File: src/flash_lock_defines.svh
// Constants for the flash lock, security and remap block.
// Assumes inclusion by the design file only.
`ifndef FLASH_LOCK_DEFINES_SVH
`define FLASH_LOCK_DEFINES_SVH

// Register byte offsets on the APB
`define OFS_MODE        12'h000
`define OFS_CMD         12'h004
`define OFS_STATUS      12'h008
`define OFS_REMAP       12'h00C

// Mode register fields
`define MODE_LOCK_IE    0
`define MODE_PROG_IE    1
`define MODE_WS_LSB     8
`define MODE_RESET      32'h0000_0000

// Command register fields
`define CMD_CODE_LSB    0
`define CMD_PAGE_LSB    8
`define CMD_KEY_LSB     24

// Command codes
`define CMD_WRITE_PAGE  8'h01
`define CMD_SET_LOCK    8'h02
`define CMD_CLR_LOCK    8'h04
`define CMD_ERASE_ALL   8'h08
`define CMD_SET_GPNV    8'h0B
`define CMD_CLR_GPNV    8'h0D
`define CMD_SET_SEC     8'h0F

// Status register fields
`define ST_READY        0
`define ST_LOCK_ERR     2
`define ST_PROG_ERR     3
`define ST_SECURITY     4
`define ST_GPNV_LSB     8
`define ST_LOCK_LSB     16

// Memory map
`define SRAM_BASE       32'h0020_0000
`define FLASH_BASE      32'h0010_0000
`define ZERO_BASE       32'h0000_0000
`define AREA_MASK       32'hFFF0_0000

// Timing
`define CLK_PERIOD_NS   8
`define ERASE_HOLD_MS   50
`define ERASE_HOLD_CYC  ((`ERASE_HOLD_MS * 1000000) / `CLK_PERIOD_NS)

`endif

File: src/flash_lock_pkg.sv
// Types for the flash lock, security and remap block.
// Assumes the constants header sits in the same folder.
package flash_lock_pkg;
   typedef enum logic [1:0] {
      CTRL_IDLE,
      CTRL_BUSY,
      CTRL_PIN_ERASE
   } ctrl_state_type;
   typedef logic [7:0] lock_vec_type;
   typedef logic [1:0] gpnv_vec_type;
   typedef logic [1:0] wait_type;
endpackage

File: src/flash_lock_security_remap.sv
// Remap decoder, lock, security and general bits of the flash controller.
// Assumes an APB master on pclk, a flash array that runs one operation
// per start pulse and answers with a done pulse, and an image of the
// non-volatile bits that is valid at reset release.
//
// Notes on behaviour
// - Before remap, SRAM decodes only at its fixed base.
// - After remap, SRAM also decodes at address zero.
// - Flash always decodes at its fixed base.
// - Before remap, flash also decodes at address zero.
// - Boot ROM is never selected after reset.
// - Eight lock bits, each guarding 32 pages of 64 bytes.
// - Erase or program on a locked region aborts and sets lock error.
// - Lock error raises the interrupt only when its enable is one.
// - Set-lock sets the region bit, clear-lock clears it.
// - Erase pin clears every lock bit.
// - Security bit set refuses emulation and fast programming access.
// - Only the set-security command sets security; nothing soft clears it.
// - Security clears after erase pin and a completed full erase.
// - Two general bits, set and cleared by commands, kept non-volatile.
// - General bit 0 drives the brownout detector enable.
// - Erase pin clears general bit 0.
// - General bit 1 drives the brownout reset enable.
// - Erase pin clears general bit 1.
// - Flash reads take zero to three programmable wait states.
// - Program, erase and lock commands need the correct key.
// - A forbidden operation raises the interrupt when its enable bit is one.
`include "flash_lock_defines.svh"
`timescale 1ns/1ps
`default_nettype none

module flash_lock_security_remap #(
   parameter logic [7:0]  CMD_KEY           = 8'hA5, // Arbitrary key
   parameter int unsigned ERASE_HOLD_CYCLES = `ERASE_HOLD_CYC
) (
   input  wire logic                    pclk,
   input  wire logic                    presetn,
   input  wire logic                    psel,
   input  wire logic                    penable,
   input  wire logic                    pwrite,
   input  wire logic [11:0]             paddr,
   input  wire logic [31:0]             pwdata,
   output logic      [31:0]             prdata,
   output logic                         pready,
   output logic                         pslverr,
   input  wire logic [31:0]             cpu_addr,
   output logic                         sel_sram,
   output logic                         sel_flash,
   output logic                         sel_rom,
   input  wire logic                    fr_req,
   output logic                         fr_ready,
   input  wire logic                    ice_flash_req,
   output logic                         ice_flash_grant,
   input  wire logic                    fast_flash_program_port_flash_req,
   output logic                         fast_flash_program_port_flash_grant,
   input  wire logic                    erase_pin,
   input  wire flash_lock_pkg::lock_vec_type nv_lock_image,
   input  wire flash_lock_pkg::gpnv_vec_type nv_gpnv_image,
   input  wire logic                    nv_sec_image,
   output logic                         nvm_start,
   output logic      [7:0]              nvm_op,
   output logic      [7:0]              nvm_page,
   input  wire logic                    nvm_done,
   output flash_lock_pkg::lock_vec_type lock_bits,
   output logic                         security,
   output logic                         bod_enable,
   output logic                         bod_reset_enable,
   output logic                         flash_irq
);
   import flash_lock_pkg::*;

   // Registers
   ctrl_state_type state_q;
   ctrl_state_type state_d;
   lock_vec_type   lock_q;
   gpnv_vec_type   gpnv_q;
   logic           sec_q;
   logic           remap_q;
   logic           load_q;
   logic [31:0]    mode_q;
   logic           lock_err_q;
   logic           prog_err_q;
   logic           erase_armed_q;
   logic           erase_s1_q;
   logic           erase_s2_q;
   logic [31:0]    hold_cnt_q;
   logic [7:0]     op_q;
   logic [7:0]     page_q;
   logic           start_q;
   logic [31:0]    prdata_q;
   logic [1:0]     ws_cnt_q;

   // APB decode
   wire setup_ph  = psel & ~penable;
   wire access_ph = psel & penable;
   wire hit_mode  = paddr == `OFS_MODE;
   wire hit_cmd   = paddr == `OFS_CMD;
   wire hit_stat  = paddr == `OFS_STATUS;
   wire hit_remap = paddr == `OFS_REMAP;
   wire mapped    = hit_mode | hit_cmd | hit_stat | hit_remap;
   wire wr_en     = access_ph & pwrite & mapped;
   wire rd_stat   = access_ph & ~pwrite & hit_stat;
   wire cmd_wr    = wr_en & hit_cmd;

   // Command fields and checks
   wire [7:0] code     = pwdata[`CMD_CODE_LSB +: 8];
   wire [7:0] page     = pwdata[`CMD_PAGE_LSB +: 8];
   wire       key_ok   = pwdata[`CMD_KEY_LSB +: 8] == CMD_KEY;
   wire       is_write = code == `CMD_WRITE_PAGE;
   wire       is_erase = code == `CMD_ERASE_ALL;
   wire       known    = is_write | is_erase | (code == `CMD_SET_LOCK) |
                         (code == `CMD_CLR_LOCK) | (code == `CMD_SET_GPNV) |
                         (code == `CMD_CLR_GPNV) | (code == `CMD_SET_SEC);
   // Region of a page is its top three bits: 32 pages per region
   wire [2:0] region   = page[7:5];
   wire       hits_lock = (is_write & lock_q[region]) |
                          (is_erase & (|lock_q));
   wire       idle      = state_q == CTRL_IDLE;
   wire       cmd_bad   = cmd_wr & (~key_ok | ~known | ~idle);
   wire       cmd_lock  = cmd_wr & ~cmd_bad & hits_lock;
   wire       cmd_go    = cmd_wr & ~cmd_bad & ~hits_lock;
   wire       pin_high  = erase_s2_q;
   wire       held_long = hold_cnt_q >= ERASE_HOLD_CYCLES;
   wire       pin_go    = idle & erase_armed_q & held_long & ~cmd_go;

   // Address decode of the three internal areas
   wire [31:0] area     = cpu_addr & `AREA_MASK;
   wire        at_zero  = area == `ZERO_BASE;
   assign sel_sram  = (area == `SRAM_BASE) | (at_zero & remap_q);
   assign sel_flash = (area == `FLASH_BASE) | (at_zero & ~remap_q);
   assign sel_rom   = 1'b0;

   // Debug and fast programming access gate
   assign ice_flash_grant  = ice_flash_req & ~sec_q;
   assign fast_flash_program_port_flash_grant = fast_flash_program_port_flash_req & ~sec_q;

   // Outputs from state
   assign lock_bits        = lock_q;
   assign security         = sec_q;
   assign bod_enable       = gpnv_q[0];
   assign bod_reset_enable = gpnv_q[1];
   assign nvm_start        = start_q;
   assign nvm_op           = op_q;
   assign nvm_page         = page_q;
   assign flash_irq = (lock_err_q & mode_q[`MODE_LOCK_IE]) |
                      (prog_err_q & mode_q[`MODE_PROG_IE]);

   // APB answer: zero wait, error on unmapped
   assign pready  = access_ph;
   assign pslverr = access_ph & ~mapped;
   assign prdata  = prdata_q;

   // Flash read wait states
   wire [1:0] ws = mode_q[`MODE_WS_LSB +: 2];
   assign fr_ready = fr_req & (ws_cnt_q == ws);

   // Controller sequencing
   always_comb begin
      state_d = state_q;
      case (state_q)
         CTRL_IDLE: begin
            if (cmd_go) begin
               state_d = CTRL_BUSY;
            end else if (pin_go) begin
               state_d = CTRL_PIN_ERASE;
            end
         end
         CTRL_BUSY: begin
            if (nvm_done) begin
               state_d = CTRL_IDLE;
            end
         end
         CTRL_PIN_ERASE: begin
            if (nvm_done) begin
               state_d = CTRL_IDLE;
            end
         end
         default: state_d = CTRL_IDLE;
      endcase
   end

   // Read data captured in the setup phase
   wire [31:0] status_word = {8'h00, lock_q, 6'h00, gpnv_q, 3'h0, sec_q,
                              prog_err_q, lock_err_q, 1'b0, idle};
   wire [31:0] rd_mux = hit_mode  ? mode_q :
                        hit_stat  ? status_word :
                        hit_remap ? {31'h0, remap_q} : 32'h0000_0000;

   always_ff @(posedge pclk or negedge presetn) begin
      if (!presetn) begin
         prdata_q <= 32'h0000_0000;
      end else if (setup_ph) begin
         prdata_q <= rd_mux;
      end
   end

   // Mode register and remap flip-flop
   always_ff @(posedge pclk or negedge presetn) begin
      if (!presetn) begin
         mode_q  <= `MODE_RESET;
         remap_q <= 1'b0;
      end else begin
         if (wr_en & hit_mode) begin
            mode_q <= {22'h0, pwdata[9:8], 6'h0, pwdata[1:0]};
         end
         if (wr_en & hit_remap & pwdata[0]) begin
            remap_q <= 1'b1;
         end
      end
   end

   // Error flags: set wins over read-clear
   always_ff @(posedge pclk or negedge presetn) begin
      if (!presetn) begin
         lock_err_q <= 1'b0;
         prog_err_q <= 1'b0;
      end else begin
         lock_err_q <= cmd_lock | (lock_err_q & ~rd_stat);
         prog_err_q <= cmd_bad | (prog_err_q & ~rd_stat);
      end
   end

   // Erase pin synchroniser and hold counter
   always_ff @(posedge pclk or negedge presetn) begin
      if (!presetn) begin
         erase_s1_q <= 1'b0;
         erase_s2_q <= 1'b0;
         hold_cnt_q <= 32'h0000_0000;
      end else begin
         erase_s1_q <= erase_pin;
         erase_s2_q <= erase_s1_q;
         if (!pin_high) begin
            hold_cnt_q <= 32'h0000_0000;
         end else if (!held_long) begin
            hold_cnt_q <= hold_cnt_q + 32'h0000_0001;
         end
      end
   end

   // Operation launch towards the flash array
   always_ff @(posedge pclk or negedge presetn) begin
      if (!presetn) begin
         state_q  <= CTRL_IDLE;
         start_q  <= 1'b0;
         op_q     <= 8'h00;
         page_q   <= 8'h00;
      end else begin
         state_q <= state_d;
         start_q <= cmd_go | pin_go;
         if (cmd_go) begin
            op_q   <= code;
            page_q <= page;
         end else if (pin_go) begin
            op_q   <= `CMD_ERASE_ALL;
            page_q <= 8'h00;
         end
      end
   end

   // Non-volatile bits: loaded from the image, then changed on completion or while the erase pin is high
   wire done_cmd = (state_q == CTRL_BUSY) & nvm_done;
   wire done_pin = (state_q == CTRL_PIN_ERASE) & nvm_done;
   wire [2:0] op_region = page_q[7:5];

   always_ff @(posedge pclk or negedge presetn) begin
      if (!presetn) begin
         load_q        <= 1'b1;
         lock_q        <= 8'h00;
         gpnv_q        <= 2'b00;
         sec_q         <= 1'b0;
         erase_armed_q <= 1'b0;
      end else if (load_q) begin
         load_q <= 1'b0;
         lock_q <= nv_lock_image;
         gpnv_q <= nv_gpnv_image;
         sec_q  <= nv_sec_image;
      end else begin
         // Arm once per assertion, so a held pin erases only once
         if (done_pin) begin
            sec_q         <= 1'b0;
            erase_armed_q <= 1'b0;
         end else if (pin_high && hold_cnt_q == 32'h0000_0000) begin
            erase_armed_q <= 1'b1;
         end
         if (pin_high) begin
            lock_q <= 8'h00;
            gpnv_q <= 2'b00;
         end else if (done_cmd) begin
            case (op_q)
               `CMD_SET_LOCK: lock_q[op_region] <= 1'b1;
               `CMD_CLR_LOCK: lock_q[op_region] <= 1'b0;
               `CMD_SET_GPNV: gpnv_q[page_q[0]] <= 1'b1;
               `CMD_CLR_GPNV: gpnv_q[page_q[0]] <= 1'b0;
               `CMD_SET_SEC:  sec_q <= 1'b1;
               default: ;
            endcase
         end
      end
   end

   // Wait-state counter for flash reads
   always_ff @(posedge pclk or negedge presetn) begin
      if (!presetn) begin
         ws_cnt_q <= 2'b00;
      end else if (!fr_req || fr_ready) begin
         ws_cnt_q <= 2'b00;
      end else begin
         ws_cnt_q <= ws_cnt_q + 2'b01;
      end
   end

   // Checks
   property p_lock_abort;
      @(posedge pclk) disable iff (!presetn)
      cmd_lock |=> lock_err_q && !start_q && $stable(lock_q);
   endproperty
   a_lock_abort: assert property (p_lock_abort) else $error("lock abort");

   property p_irq_lock;
      @(posedge pclk) disable iff (!presetn)
      (lock_err_q && !mode_q[`MODE_LOCK_IE] && !prog_err_q) |-> !flash_irq;
   endproperty
   a_irq_lock: assert property (p_irq_lock) else $error("lock irq");

   property p_badkey;
      @(posedge pclk) disable iff (!presetn)
      (cmd_wr && !key_ok) |=> prog_err_q && !start_q;
   endproperty
   a_badkey: assert property (p_badkey) else $error("key check");

   property p_pin_clear;
      @(posedge pclk) disable iff (!presetn)
      (pin_high && !load_q) |=> lock_q == 8'h00 && gpnv_q == 2'b00;
   endproperty
   a_pin_clear: assert property (p_pin_clear) else $error("pin clear");

   property p_sec_gate;
      @(posedge pclk) disable iff (!presetn)
      sec_q |-> !ice_flash_grant && !fast_flash_program_port_flash_grant;
   endproperty
   a_sec_gate: assert property (p_sec_gate) else $error("sec gate");

   property p_sec_fall;
      @(posedge pclk) disable iff (!presetn)
      $fell(sec_q) |-> $past(done_pin) || $past(load_q);
   endproperty
   a_sec_fall: assert property (p_sec_fall) else $error("sec clear");

   property p_remap;
      @(posedge pclk) disable iff (!presetn)
      (at_zero && !remap_q) |-> sel_flash && !sel_sram && !sel_rom;
   endproperty
   a_remap: assert property (p_remap) else $error("boot map");

   property p_ws;
      @(posedge pclk) disable iff (!presetn)
      ($rose(fr_req) && ws == 2'd3) |-> !fr_ready [*3] ##1 fr_ready;
   endproperty
   a_ws: assert property (p_ws) else $error("wait states");

   c_lock_err: cover property (@(posedge pclk) disable iff (!presetn)
      cmd_lock);
   c_pin_erase: cover property (@(posedge pclk) disable iff (!presetn)
      done_pin);
   c_remap: cover property (@(posedge pclk) disable iff (!presetn)
      $rose(remap_q));
endmodule

`default_nettype wire

File: config.mk
export PLATFORM = sky130hd
export DESIGN_NAME = flash_lock_security_remap
export DESIGN_NICKNAME = d
export VERILOG_FILES = /design/src/flash_lock_pkg.sv /design/src/flash_lock_security_remap.sv
export VERILOG_INCLUDE_DIRS = /design/src
export SDC_FILE = /design/constraint.sdc
export NUM_CORES = 1
export LEC_CHECK = 0
export BUFFER_PORTS_ARGS = -buffer_cell sky130_fd_sc_hd__clkbuf_2
export CORE_MARGIN = 3
export CORE_UTILIZATION = 40
export CTS_CLUSTER_SIZE = 14
export DETAILED_ROUTE_END_ITERATION = 8
export PLACE_DENSITY_LB_ADDON = 0.1
export SKIP_LAST_GASP = 1
export SLEW_MARGIN = 20
export SYNTH_ARGS = -nofsm -noshare
export SYNTH_HDL_FRONTEND = slang
export SYNTH_SLANG_ARGS = --single-unit
File: constraint.sdc
create_clock -name pclk -period 2.7 [get_ports pclk]
set_input_delay 0.54 -clock pclk [delete_from_list [all_inputs] [get_ports pclk]]
set_output_delay 0.54 -clock pclk [all_outputs]
set_load 0.02 [all_outputs]
* After elaboration in Yosys (flattened, before gate mapping) *
Cells that the tools add are included.

operators by class
  eq/ne operators = 24
  bitwise logic cells = 68
  add/subtract/negate cells = 2
  order comparisons = 6
  muxes and demuxes = 35
  reductions and logical operators = 20

operators with widths
  kind                                                                      count
  32-bit logical NOT                                                        2
  32-bit two-way mux                                                        2
  8-bit by 4-bit == test with 1-bit output (second input constant)          7
  8-bit two-way mux                                                         7
  24-bit two-way mux                                                        2
  32-bit by 1-bit adder with 32-bit output (second input constant)          1
  32-bit by 23-bit >= comparator with 1-bit output (second input constant)  1
  1-bit AND                                                                 31
  12-bit by 4-bit == test with 1-bit output (second input constant)         2
  1-bit OR                                                                  18
  8-bit by 2-bit == test with 1-bit output (second input constant)          2
  8-bit by 3-bit == test with 1-bit output (second input constant)          2
  8-bit case mux with 2 select lines                                        1
  2-bit two-way mux                                                         7
  1-bit NOT                                                                 13
  12-bit by 1-bit == test with 1-bit output (second input constant)         1
  12-bit by 2-bit == test with 1-bit output (second input constant)         1
  12-bit by 3-bit == test with 1-bit output (second input constant)         1
  12-bit logical NOT                                                        1
  1-bit two-way mux                                                         11
  8-bit AND                                                                 1
  8-bit by 1-bit == test with 1-bit output (second input constant)          1
  8-bit == test (second input constant)                                     1
  3-bit by 4-bit < comparator with 1-bit output (second input constant)     2
  29 further kinds                                                          37

word-level totals
  bits in registers = 107

* Logic depth before layout (Yosys ltp) *
Gate-level depths: netlist (run 1).

  depth after elaboration = 19
  gate-level depth with buffers = 9
  mapped depth without buffers = 7

* Worst setup path before layout (run 1) *
OpenSTA, ideal clock, no wires.

  kind = input to register
  start point = in pwdata[5]
  end point = reg state_q[1]
  arrival time = 2.304 ns
  setup slack = 0.277 ns
  setup time = 0.119 ns
  cell stages on the path = 7
  path buffers = 1
  required time = 2.581 ns
  cells stage by stage = or4_4 -> or4b_1 -> a311oi_2 -> nand3_2 -> buf_6 -> a21oi_1 -> nor2_1

between the ends
  cells in the longest elaborated chain, start to end = 18
  elaborated cells on any way between the ends = 30
  those cells by class = eq/ne: 8; mux: 2; bitwise: 19; reduce/logical: 1

RTL lines
  element                                                                                                                line                              source
  start: declaration                                                                                                     flash_lock_security_remap.sv:42   input wire logic [31:0] pwdata,
  8-bit by 1-bit == test with 1-bit output (no source line) or 8-bit by 4-bit == test with 1-bit output (tied branches)  -
  1-bit OR (6 in a row)                                                                                                  flash_lock_security_remap.sv:111  wire known = is_write | is_erase | (code == `CMD_SET_LOCK) |
  1-bit NOT                                                                                                              flash_lock_security_remap.sv:119  wire cmd_bad = cmd_wr & (~key_ok | ~known | ~idle);
  1-bit OR (2 in a row)                                                                                                  flash_lock_security_remap.sv:119
  1-bit AND                                                                                                              flash_lock_security_remap.sv:119
  1-bit NOT                                                                                                              flash_lock_security_remap.sv:121  wire cmd_go = cmd_wr & ~cmd_bad & ~hits_lock;
  1-bit AND                                                                                                              flash_lock_security_remap.sv:121
  1-bit AND *                                                                                                            flash_lock_security_remap.sv:121
  1-bit NOT                                                                                                              flash_lock_security_remap.sv:124  wire pin_go = idle & erase_armed_q & held_long & ~cmd_go;
  1-bit AND                                                                                                              flash_lock_security_remap.sv:124
  3-bit by 1-bit inequality test with 1-bit output (no source line)                                                      -
  2-bit AND reduction (no source line)                                                                                   -
  end signal: assignment                                                                                                 flash_lock_security_remap.sv:248  state_q <= state_d;
  end: declaration                                                                                                       flash_lock_security_remap.sv:73   ctrl_state_type state_q;

Every way passes the cells marked *; elsewhere a longest branch is shown, timed or not.
A chain may end at the register's enable or synchronous reset.

* Worst setup path after layout (run 1) *
  start point = reg hold_cnt_q[28]
  end point = reg hold_cnt_q[18]

between the ends
  cells in the longest elaborated chain, start to end = 2

RTL lines
  element                                           line                              source
  start: declaration                                flash_lock_security_remap.sv:86   logic [31:0] hold_cnt_q;
  start signal: assignment                          flash_lock_security_remap.sv:235  hold_cnt_q <= hold_cnt_q + 32'h0000_0001;
  32-bit by 23-bit >= comparator with 1-bit output  flash_lock_security_remap.sv:123  wire held_long = hold_cnt_q >= ERASE_HOLD_CYCLES;
  2-bit inequality test (no source line)            -

No other way between the ends.

==> reports/qor.csv, run 1 <==
metric,value,unit
hold_viol,0,
finalCritPeriodShare,89.7,%
coreArea,11500,um2
async_reset_ff_share,100,%
die-height,115,um
h-tree-depth,3,
synth_ff_type,dfrtp_1,
die_area,13200,um2
yosys_warnings,0,
cts_setup_buffers,0,
synth_top_area_share,46.8,%
max_freq,0.413,GHz
relSlewSlack,41.6,%
vias,4065,
synth_cells,515,
total_leakage_power,2.74,nW
worst_ep_arrival_time,2.70,ns
drt-pass1-iter-count,4,
ctsResizeCount,0,
gp_congestion,0.811,
synthTopCellsByArea,"dfrtp_1 47%, nand2_1 5.3%, o21ai_0 4.4%, buf_4 3.0%, and2_1 2.9%",
ant_nets,0,
p_int,2.19,mW
grt_max_degree,50,
remaining_drc_errors,0,
fin_tns_setup,0,ns
seqPwrFrac,48.5,%
ys_seq_area_share,47.4,%
post-route-min-period,2.42,ns
drt_wl_total,11800,um
path_clk_slew,0.06,ns
fin_nets,735,
worstPathRequired,2.98,ns
worst_setup_path_end_kind,register,
n_fill_cell,1119,
status,finished clean,
drive_above_1_share,25.1,%
antennaDiodeCount,0,
yosysTopAreaCell,dfrtp_1,
viasPerCell,5.21,
synth_edf_count,0,
syn_to_final_growth,21.0,%
start_util,41.3,%
die_width,115,um
ys_ff_latch,90,
io_pins,166,
cts_buffer_depth,2,
worstSetupPathType,register to register,
skew,0.00842,ns
grt-ovfl-total,0,
swShare,24.8,%
fp-row-count,39,
power_frac_clock,42.1,%
switchingPower,0.719,mW
slew_viol_final,0,
cap_violations,0,
cts_hold_buf,0,
grt_pass1_vias,3850,
grt_setup_unrepaired,false,
first_iter_violations,297,
postSynthAreaPerCell,9.24,um2
grt_pass1_wl,19100,um
setup_violations,0,
insertion_delay,0.34,ns
hpwl,8650,um
ir_worst_vdd,0.000273,V
wl_per_cell,15.1,um
antenna_found_initial,0,
portBuffers,119,
yosys.cell_types.count,62,
cts_buffers,9,
report.power.total,2.91,mW
clock-root-buffer,clkbuf_16,
power_density,505,nW/um2
hp-class,input port to asynchronous set/reset pin,
p_comb_share,9.4,%
track_usage,18.2,%
cts.sinks,90,
syn-cell-area,4760,um2
worst_setup_path_start_kind,register,
crit_fanout,5,
cts_tree,done,
worst_pin_slew,0.876,ns
==> cells in the final DEF (no fill, tap or decap), types with 4 or more instances in the layout <==
cell,count
a22oi_1,6
nor2_1,24
and3_1,7
inv_1,25
and2_1,22
dfrtp_1,89
xnor2_1,8
a21oi_1,12
nand3_1,27
nor2b_1,4
nand2_1,67
clkbuf_2,118
conb_1,19
mux2_2,4
buf_4,12
or3_1,7
a21boi_0,8
clkbuf_16,9
ha_1,5
nand4_1,9
nor4_1,10
a311oi_1,6
o21ai_1,9
nand2b_1,4
o31ai_1,6
o21ai_0,42
nor3b_1,4
nor3_1,12
or4_1,6
==> layout make-up <==
cell class | count | area (um2) | area share (%)
tap | 143 | 179 | 3.11
clock inverter | 5 | 56.3 | 0.978
sequential | 90 | 2250 | 39.2
timing repair buffer | 132 | 721 | 12.5
inverter | 25 | 93.8 | 1.63
multi-input combinational | 375 | 2220 | 38.6
clock buffer | 10 | 229 | 3.98
==> per-stage QoR <==
stage | cell area [um2] | hold slack, ns | util [%] | setup WS (ns) | instances
2_1_floorplan | 4820 | 0.244 | - | 0.277 | 533
3_3_place_gp | 5460 | 0.337 | 47.4 | 0.106 | 765
3_5_place_dp | 5460 | 0.338 | 47.4 | 0.0869 | 765
4_1_cts | 5750 | 0.203 | 49.9 | 0.246 | 780
5_1_grt | 5760 | 0.222 | 50.0 | 0.136 | 780
6_report | 5760 | 0.185 | 50.0 | 0.277 | 780
==> state kept, by name, indices dropped and copies added, names as in the netlist <==
signal         count
hold_cnt_q        32
prdata            15
lock_bits          8
nvm_op             8
nvm_page           8
mode_q             4
gpnv_q             2
state_q            2
ws_cnt_q           2
erase_armed_q      1
erase_s1_q         1
erase_s2_q         1
load_q             1
lock_err_q         1
nvm_start          1
prog_err_q         1
remap_q            1
security           1
==> synthesized netlist by cell type (all sizes together), types with 8 or more instances <==
master and number:
buf 26, dfrtp 89, nand4 10, inv 25, o21ai 51, nor3 12
and2 23, nand3 28, clkbuf 17, nand2 67, xnor2 8, nor4 10
nor2 24, a21boi 10, a21oi 12
==> cells by family after synthesis <==
group	count (synthesis)	share of synthesized area (%)
AND/OR/NAND/NOR	220	24.5
AO/OA/AOI/OAI	113	15.1
flip-flops	90	47.4
buffers and inverters	68	7.44
XOR/XNOR	11	2.03
multiplexers	7	2.10
adder cells (fa/ha/maj)	5	1.32
other	1	0.0788
==> power by group through the flow <==
stage	clock network, mW	registers [mW]	logic (mW)
finish	1.22	1.41	0.272
global route	1.31	1.41	0.305
CTS	1.26	1.41	0.276
detailed placement	0	1.44	0.275
global placement	0	1.43	0.270
floorplan	0	1.44	0.147
==> layer usage <==
layer  share of wire [%]  up-vias  GRT usage, %
li1                    -     2029             -
met4                 1.5        0          6.57
met3                 5.1       11          4.00
met2                  44       92          26.6
met1                  49     1933          26.6
met5                   0        -             0
==> critical path, stage by stage (launching register included) <==
cell and delay (ns):
dfrtp_1 0.37, or4_1 0.53, nor2_1 0.22, o311a_1 0.28, buf_4 0.15, nand3_1 0.17, or4b_1 0.54, nand2_1 0.09
==> final timing paths <==
check,startpoint,end,slack [ns],cells past startpoint
setup / recovery,hold_cnt_q[28],hold_cnt_q[18],0.28,7
hold / removal,presetn,hold_cnt_q[14],0.19,1
setup reg to reg,hold_cnt_q[28],hold_cnt_q[18],0.28,7
hold reg to reg,erase_s1_q,erase_s2_q,0.35,0
max in group asynchronous,presetn,load_q,1.82,2
min in group pclk,erase_pin,erase_s1_q,0.31,1
(Power assumes the default switching activity.)
==> run 2: changes to the inputs <==
--- a/config.mk
+++ b/config.mk
@@ -7,7 +7,7 @@
 export NUM_CORES = 1
 export LEC_CHECK = 0
 export BUFFER_PORTS_ARGS = -buffer_cell sky130_fd_sc_hd__clkbuf_2
-export CORE_MARGIN = 3
+export CORE_MARGIN = 1
 export CORE_UTILIZATION = 40
 export CTS_CLUSTER_SIZE = 14
 export DETAILED_ROUTE_END_ITERATION = 8
==> run 2 against run 1 <==
The run now ends with DRC left. Final cell count stayed put. Critical path depth unchanged. Register-to-register slack gained 0.02 ns. Critical endpoint is now hold_cnt_q[20]. Highest routed layer unchanged.
==> reports/qor.csv, run 2 (synthesis gave the netlist of run 1 again) <==
metric,value,unit,change
status,"complete, but fails checks",,was finished clean
violations,DRC,,
post-route-min-period,2.40,ns,was 2.42 ns
worst_setup_path_end_kind,register,,unchanged
report.power.total,3.05,mW,was 2.91 mW
drt_wl_total,11400,um,was 11800 um
slew_viol_final,0,,unchanged
viasPerCell,5.18,,was 5.21
ir_worst_vdd,0.000280,V,was 0.000273 V
hp-class,input port to asynchronous set/reset pin,,unchanged
ctsResizeCount,0,,unchanged
setup_slack,0.298,ns,was 0.277 ns
crit_start,hold_cnt_q[28],,unchanged
finalCritPeriodShare,89.0,%,was 89.7%
track_usage,19.8,%,was 18.2%
path_clk_slew,0.07,ns,was 0.06 ns
post-place-ws,0.0895,ns,was 0.0869 ns
worstSetupPathType,register to register,,unchanged
worst_ep_arrival_time,2.67,ns,was 2.70 ns
portBuffers,119,,unchanged
cp.depth,7,,unchanged
final_cell_mix,"118 x clkbuf_2, 89 x dfrtp_1, 67 x nand2_1, 42 x o21ai_0, 27 x nand3_1",,unchanged
grt_pass1_vias,3871,,was 3850
drive_above_1_share,25.3,%,was 25.1%
die-height,111,um,was 115 um
power_density,527,nW/um2,was 505 nW/um2
r2r_start,hold_cnt_q[28],,unchanged
h-tree-depth,3,,unchanged
worst_setup_path_start_kind,register,,unchanged
largest_reg_flops,32,,unchanged
start_util,41.3,%,unchanged
hold_viol,0,,unchanged
hpwl,8270,um,was 8650 um
antennaDiodeCount,0,,unchanged
cts_buffer_depth,2,,unchanged
clock-root-buffer,clkbuf_16,,unchanged
total_leakage_power,2.76,nW,was 2.74 nW
wl_per_cell,14.6,um,was 15.1 um
max_stage_delay,0.53,ns,was 0.54 ns
placed_area,5460,um2,about the same
syn_to_final_growth,21.7,%,was 21.0%
crit_family,simple AND/OR/NAND/NOR gates,,unchanged
ant_nets,0,,unchanged
gp_congestion,0.771,,was 0.811
antenna_found_initial,0,,unchanged
io_pins,166,,unchanged
first_iter_violations,206,,was 297
worstPathRequired,2.97,ns,was 2.98 ns
cts_tree,done,,unchanged
fp-row-count,39,,unchanged
drt-pass1-iter-count,6,,was 4
crit_slowest_cell,or4_1,,was or4b_1
skew,0.00955,ns,was 0.00842 ns
vias,4037,,was 4065
regMostFlops,hold_cnt_q,,unchanged
worst_pin_slew,0.863,ns,was 0.876 ns
n_fill_cell,1087,,was 1119
r2r_setup_slack,0.30,ns,was 0.28 ns
insertion_delay,0.35,ns,was 0.34 ns
crit_fanout,6,,was 5
relSlewSlack,42.5,%,was 41.6%
grt_setup_unrepaired,false,,unchanged
cts_setup_buffers,0,,unchanged
cp-endpoint,hold_cnt_q[20],,was hold_cnt_q[18]
timing.hold.ws,0.218,ns,was 0.185 ns
cts_hold_buf,0,,unchanged
layout_commonest_cell,clkbuf_2,,unchanged
cts_buffers,9,,unchanged
crit_top_cell,or4_1,,
cap_violations,0,,unchanged
grt_max_degree,49,,was 50
setup_violations,0,,unchanged
fin_area,5790,um2,was 5760 um2
grt-ovfl-total,0,,unchanged
die_width,111,um,was 115 um
coreArea,11500,um2,unchanged
path_buf_inv,1,,unchanged
reg2reg_depth,7,,unchanged
path_cells,or4_1 -> nor2_1 -> o311a_1 -> buf_4 -> nand4_4 -> or4_1 -> a21boi_1,,was or4_1 -> nor2_1 -> o311a_1 -> buf_4 -> nand3_1 -> or4b_1 -> nand2_1
r2r-end,hold_cnt_q[20],,was hold_cnt_q[18]
grt_pass1_wl,19300,um,was 19100 um
die_area,12300,um2,was 13200 um2
cts.sinks,90,,unchanged
fin_nets,734,,was 735
remaining_drc_errors,12,,was 0
max_freq,0.416,GHz,was 0.413 GHz
fin_tns_setup,0,ns,unchanged
## run 2: cell count changes in the layout (fill, tap and decap cells not counted), sizes merged
cell / previous run / this run
bufinv: 1 / 2
buf: 14 / 13
clkbuf: 128 / 127
inv: 25 / 26
## run 2: worst min path at each step
| stage | slack [ns] | to |
|---|---|---|
| 2_1_floorplan | 0.24 | erase_armed_q |
| 4_1_cts | 0.22 | hold_cnt_q[24] |
| 3_5_place_dp | 0.34 | erase_s2_q |
| 3_3_place_gp | 0.34 | erase_s2_q |
| 5_1_grt | 0.26 | hold_cnt_q[24] |
| 6_report | 0.22 | hold_cnt_q[24] |
## run 2: layout make-up
class	count	area, um2	share of cell area [%]
multi-input combinational	375	2220	38.4
inverter	25	93.8	1.62
tap	143	179	3.09
timing repair buffer	131	713	12.3
clock inverter	7	103	1.77
clock buffer	9	225	3.89
sequential	90	2250	38.9
## run 2: metrics by stage
step | utilization [%] | std cells
final | 50.3 | 780
after global routing | 50.3 | 780
after CTS | 50.2 | 780
after detailed placement | 47.4 | 764
after global placement | 47.4 | 764
after floorplan | - | 533
## run 2: per-layer routing
| metal | up-vias | global-route usage, % | wire, um |
|---|---|---|---|
| met3 | 13 | 4.26 | 668 |
| met2 | 110 | 28.8 | 4870 |
| met5 | - | 0 | 0 |
| met4 | 0 | 7.48 | 184 |
| met1 | 1889 | 28.8 | 5650 |
| li1 | 2025 | - | - |
## run 2: power by group
part           leakage (nW)  switching [mW]  internal [mW]
clock                 0.156           0.554          0.819
combinational          1.39           0.168          0.104
sequential             1.22          0.0376           1.37
==> run 3: changes to the inputs <==
--- a/config.mk
+++ b/config.mk
@@ -6,7 +6,7 @@
 export SDC_FILE = /design/constraint.sdc
 export NUM_CORES = 1
 export LEC_CHECK = 0
-export BUFFER_PORTS_ARGS = -buffer_cell sky130_fd_sc_hd__clkbuf_2
+export BUFFER_PORTS_ARGS = -buffer_cell sky130_fd_sc_hd__buf_2
 export CORE_MARGIN = 1
 export CORE_UTILIZATION = 40
 export CTS_CLUSTER_SIZE = 14
==> run 3 against run 2 <==
The run still ends with DRC left. Setup slack worse by 0.036 ns. Final cell count unchanged. Highest routed layer unchanged. Core utilization down 0.13 points. First-iteration DRC count up 4.4%.
==> reports/qor.csv, run 3 (synthesis gave the netlist of run 1 again) <==
metric,value,unit,change
io_pins,166,,unchanged
layout_commonest_cell,buf_2,,was clkbuf_2
crit_family,simple AND/OR/NAND/NOR gates,,unchanged
grt_pass1_vias,3754,,was 3871
hpwl,8320,um,was 8270 um
fin_nets,734,,unchanged
max_stage_delay,0.54,ns,was 0.53 ns
regMostFlops,hold_cnt_q,,unchanged
ant_nets,0,,unchanged
post-route-min-period,2.44,ns,was 2.40 ns
worst_ep_arrival_time,2.73,ns,was 2.67 ns
grt_pass1_wl,19100,um,was 19300 um
gp_congestion,0.817,,was 0.771
r2r_start,hold_cnt_q[24],,was hold_cnt_q[28]
hold_viol,0,,unchanged
remaining_drc_errors,13,,was 12
h-tree-depth,3,,unchanged
final_core_util,50.2,%,was 50.3%
total_leakage_power,2.78,nW,was 2.76 nW
drt_wl_total,11500,um,was 11400 um
worst_setup_path_end_kind,register,,unchanged
p_comb_share,9.4,%,was 8.9%
path_buf_inv,1,,unchanged
antennaDiodeCount,0,,unchanged
top_layer,met4,,unchanged
grt_max_degree,52,,was 49
drive_above_1_share,25.3,%,unchanged
insertion_delay,0.35,ns,about the same
grt_setup_unrepaired,false,,unchanged
met3_length,644,um,was 668 um
path_cells,or4_1 -> nor2_1 -> o311a_1 -> buf_4 -> nand3_1 -> or4b_1 -> nand2_1,,was or4_1 -> nor2_1 -> o311a_1 -> buf_4 -> nand4_4 -> or4_1 -> a21boi_1
setup_violations,0,,unchanged
drt-pass1-iter-count,6,,unchanged
syn_to_final_growth,21.4,%,was 21.7%
worstPathRequired,2.99,ns,was 2.97 ns
cts_tree,done,,unchanged
viasPerCell,5.18,,about the same
ctsResizeCount,0,,unchanged
clock-root-buffer,clkbuf_16,,unchanged
track_usage,19.8,%,about the same
crit_slowest_cell,or4b_1,,was or4_1
start_util,41.3,%,unchanged
cts.sinks,90,,unchanged
final_cell_mix,"118 x buf_2, 89 x dfrtp_1, 67 x nand2_1, 42 x o21ai_0, 27 x nand3_1",,"was 118 x clkbuf_2, 89 x dfrtp_1, 67 x nand2_1, 42 x o21ai_0, 27 x nand3_1"
cap_violations,0,,unchanged
die_area,12300,um2,unchanged
switchingPower,0.747,mW,was 0.760 mW
portBuffers,119,,unchanged
largest_reg_flops,32,,unchanged
cts_setup_buffers,0,,unchanged
worstSetupPathType,register to register,,unchanged
path_clk_slew,0.07,ns,about the same
finalCritPeriodShare,90.3,%,was 89.0%
ir_worst_vdd,0.000333,V,was 0.000280 V
worst_setup_path_start_kind,register,,unchanged
antenna_found_initial,0,,unchanged
grt-ovfl-total,0,,unchanged
wl_per_cell,14.8,um,was 14.6 um
fp-row-count,39,,unchanged
die-height,111,um,unchanged
crit_start,hold_cnt_q[24],,was hold_cnt_q[28]
vias,4041,,was 4037
power_density,510,nW/um2,was 527 nW/um2
cts_buffer_depth,2,,unchanged
status,"complete, but fails checks",,unchanged
cts_buffers,9,,unchanged
worst_pin_slew,0.870,ns,was 0.863 ns
relSlewSlack,42.0,%,was 42.5%
slew_viol_final,0,,unchanged
p_int,2.20,mW,was 2.29 mW
fin_tns_setup,0,ns,unchanged
die_width,111,um,unchanged
max_freq,0.410,GHz,was 0.416 GHz
power_frac_clock,42.9,%,was 45.0%
coreArea,11500,um2,unchanged
first_iter_violations,215,,was 206
hp-class,input port to asynchronous set/reset pin,,unchanged
cts_hold_buf,0,,unchanged
skew,0.00553,ns,was 0.00955 ns
violations,DRC,,unchanged
swShare,25.4,%,was 24.9%
wl_met2,5040,um,was 4870 um
crit_fanout,8,,was 6
seqPwrFrac,47.7,%,was 46.1%
wl_met1,5760,um,was 5650 um
run 3: layout make-up:
class,instances,area (um2)
clock buffers,9,225
clock inverters,7,75.1
fillers,1119,5740
inverters,25,93.8
multi-input cells,375,2220
flip-flops and latches,90,2250
well taps,143,179
repair buffers,131,726
run 3: path summary, 6_finish.rpt:
path | slack [ns] | depth (start not counted) | endpoint
max in group asynchronous | 1.83 | 2 | load_q
min | 0.17 | 1 | hold_cnt_q[4]
min reg2reg | 0.36 | 0 | erase_s2_q
max | 0.26 | 7 | hold_cnt_q[18]
min in group pclk | 0.30 | 1 | erase_s1_q
max reg2reg | 0.26 | 7 | hold_cnt_q[18]
run 3: through the flow:
stage	cells	power (mW)	setup slack, ns	cell area (um2)	hold slack [ns]
4_1_cts	780	3.00	0.273	5770	0.185
6_report	780	2.95	0.263	5780	0.167
3_3_place_gp	764	1.70	0.0858	5470	0.346
3_5_place_dp	764	1.71	0.0509	5470	0.353
2_1_floorplan	533	1.59	0.277	4820	0.244
5_1_grt	780	3.09	0.174	5780	0.185
run 3: power groups by stage:
| stage | combinational, mW | sequential (mW) | clock [mW] |
|---|---|---|---|
| 4_1_cts | 0.281 | 1.40 | 1.31 |
| 5_1_grt | 0.306 | 1.41 | 1.37 |
| 6_report | 0.278 | 1.40 | 1.26 |
| 2_1_floorplan | 0.147 | 1.44 | 0 |
| 3_3_place_gp | 0.275 | 1.43 | 0 |
| 3_5_place_dp | 0.280 | 1.43 | 0 |
run 3: metal layers:
metal,global-route usage (%),vias up
met1,29.0,1892
li1,-,2027
met5,0,-
met3,5.47,9
met2,28.4,113
met4,5.95,0
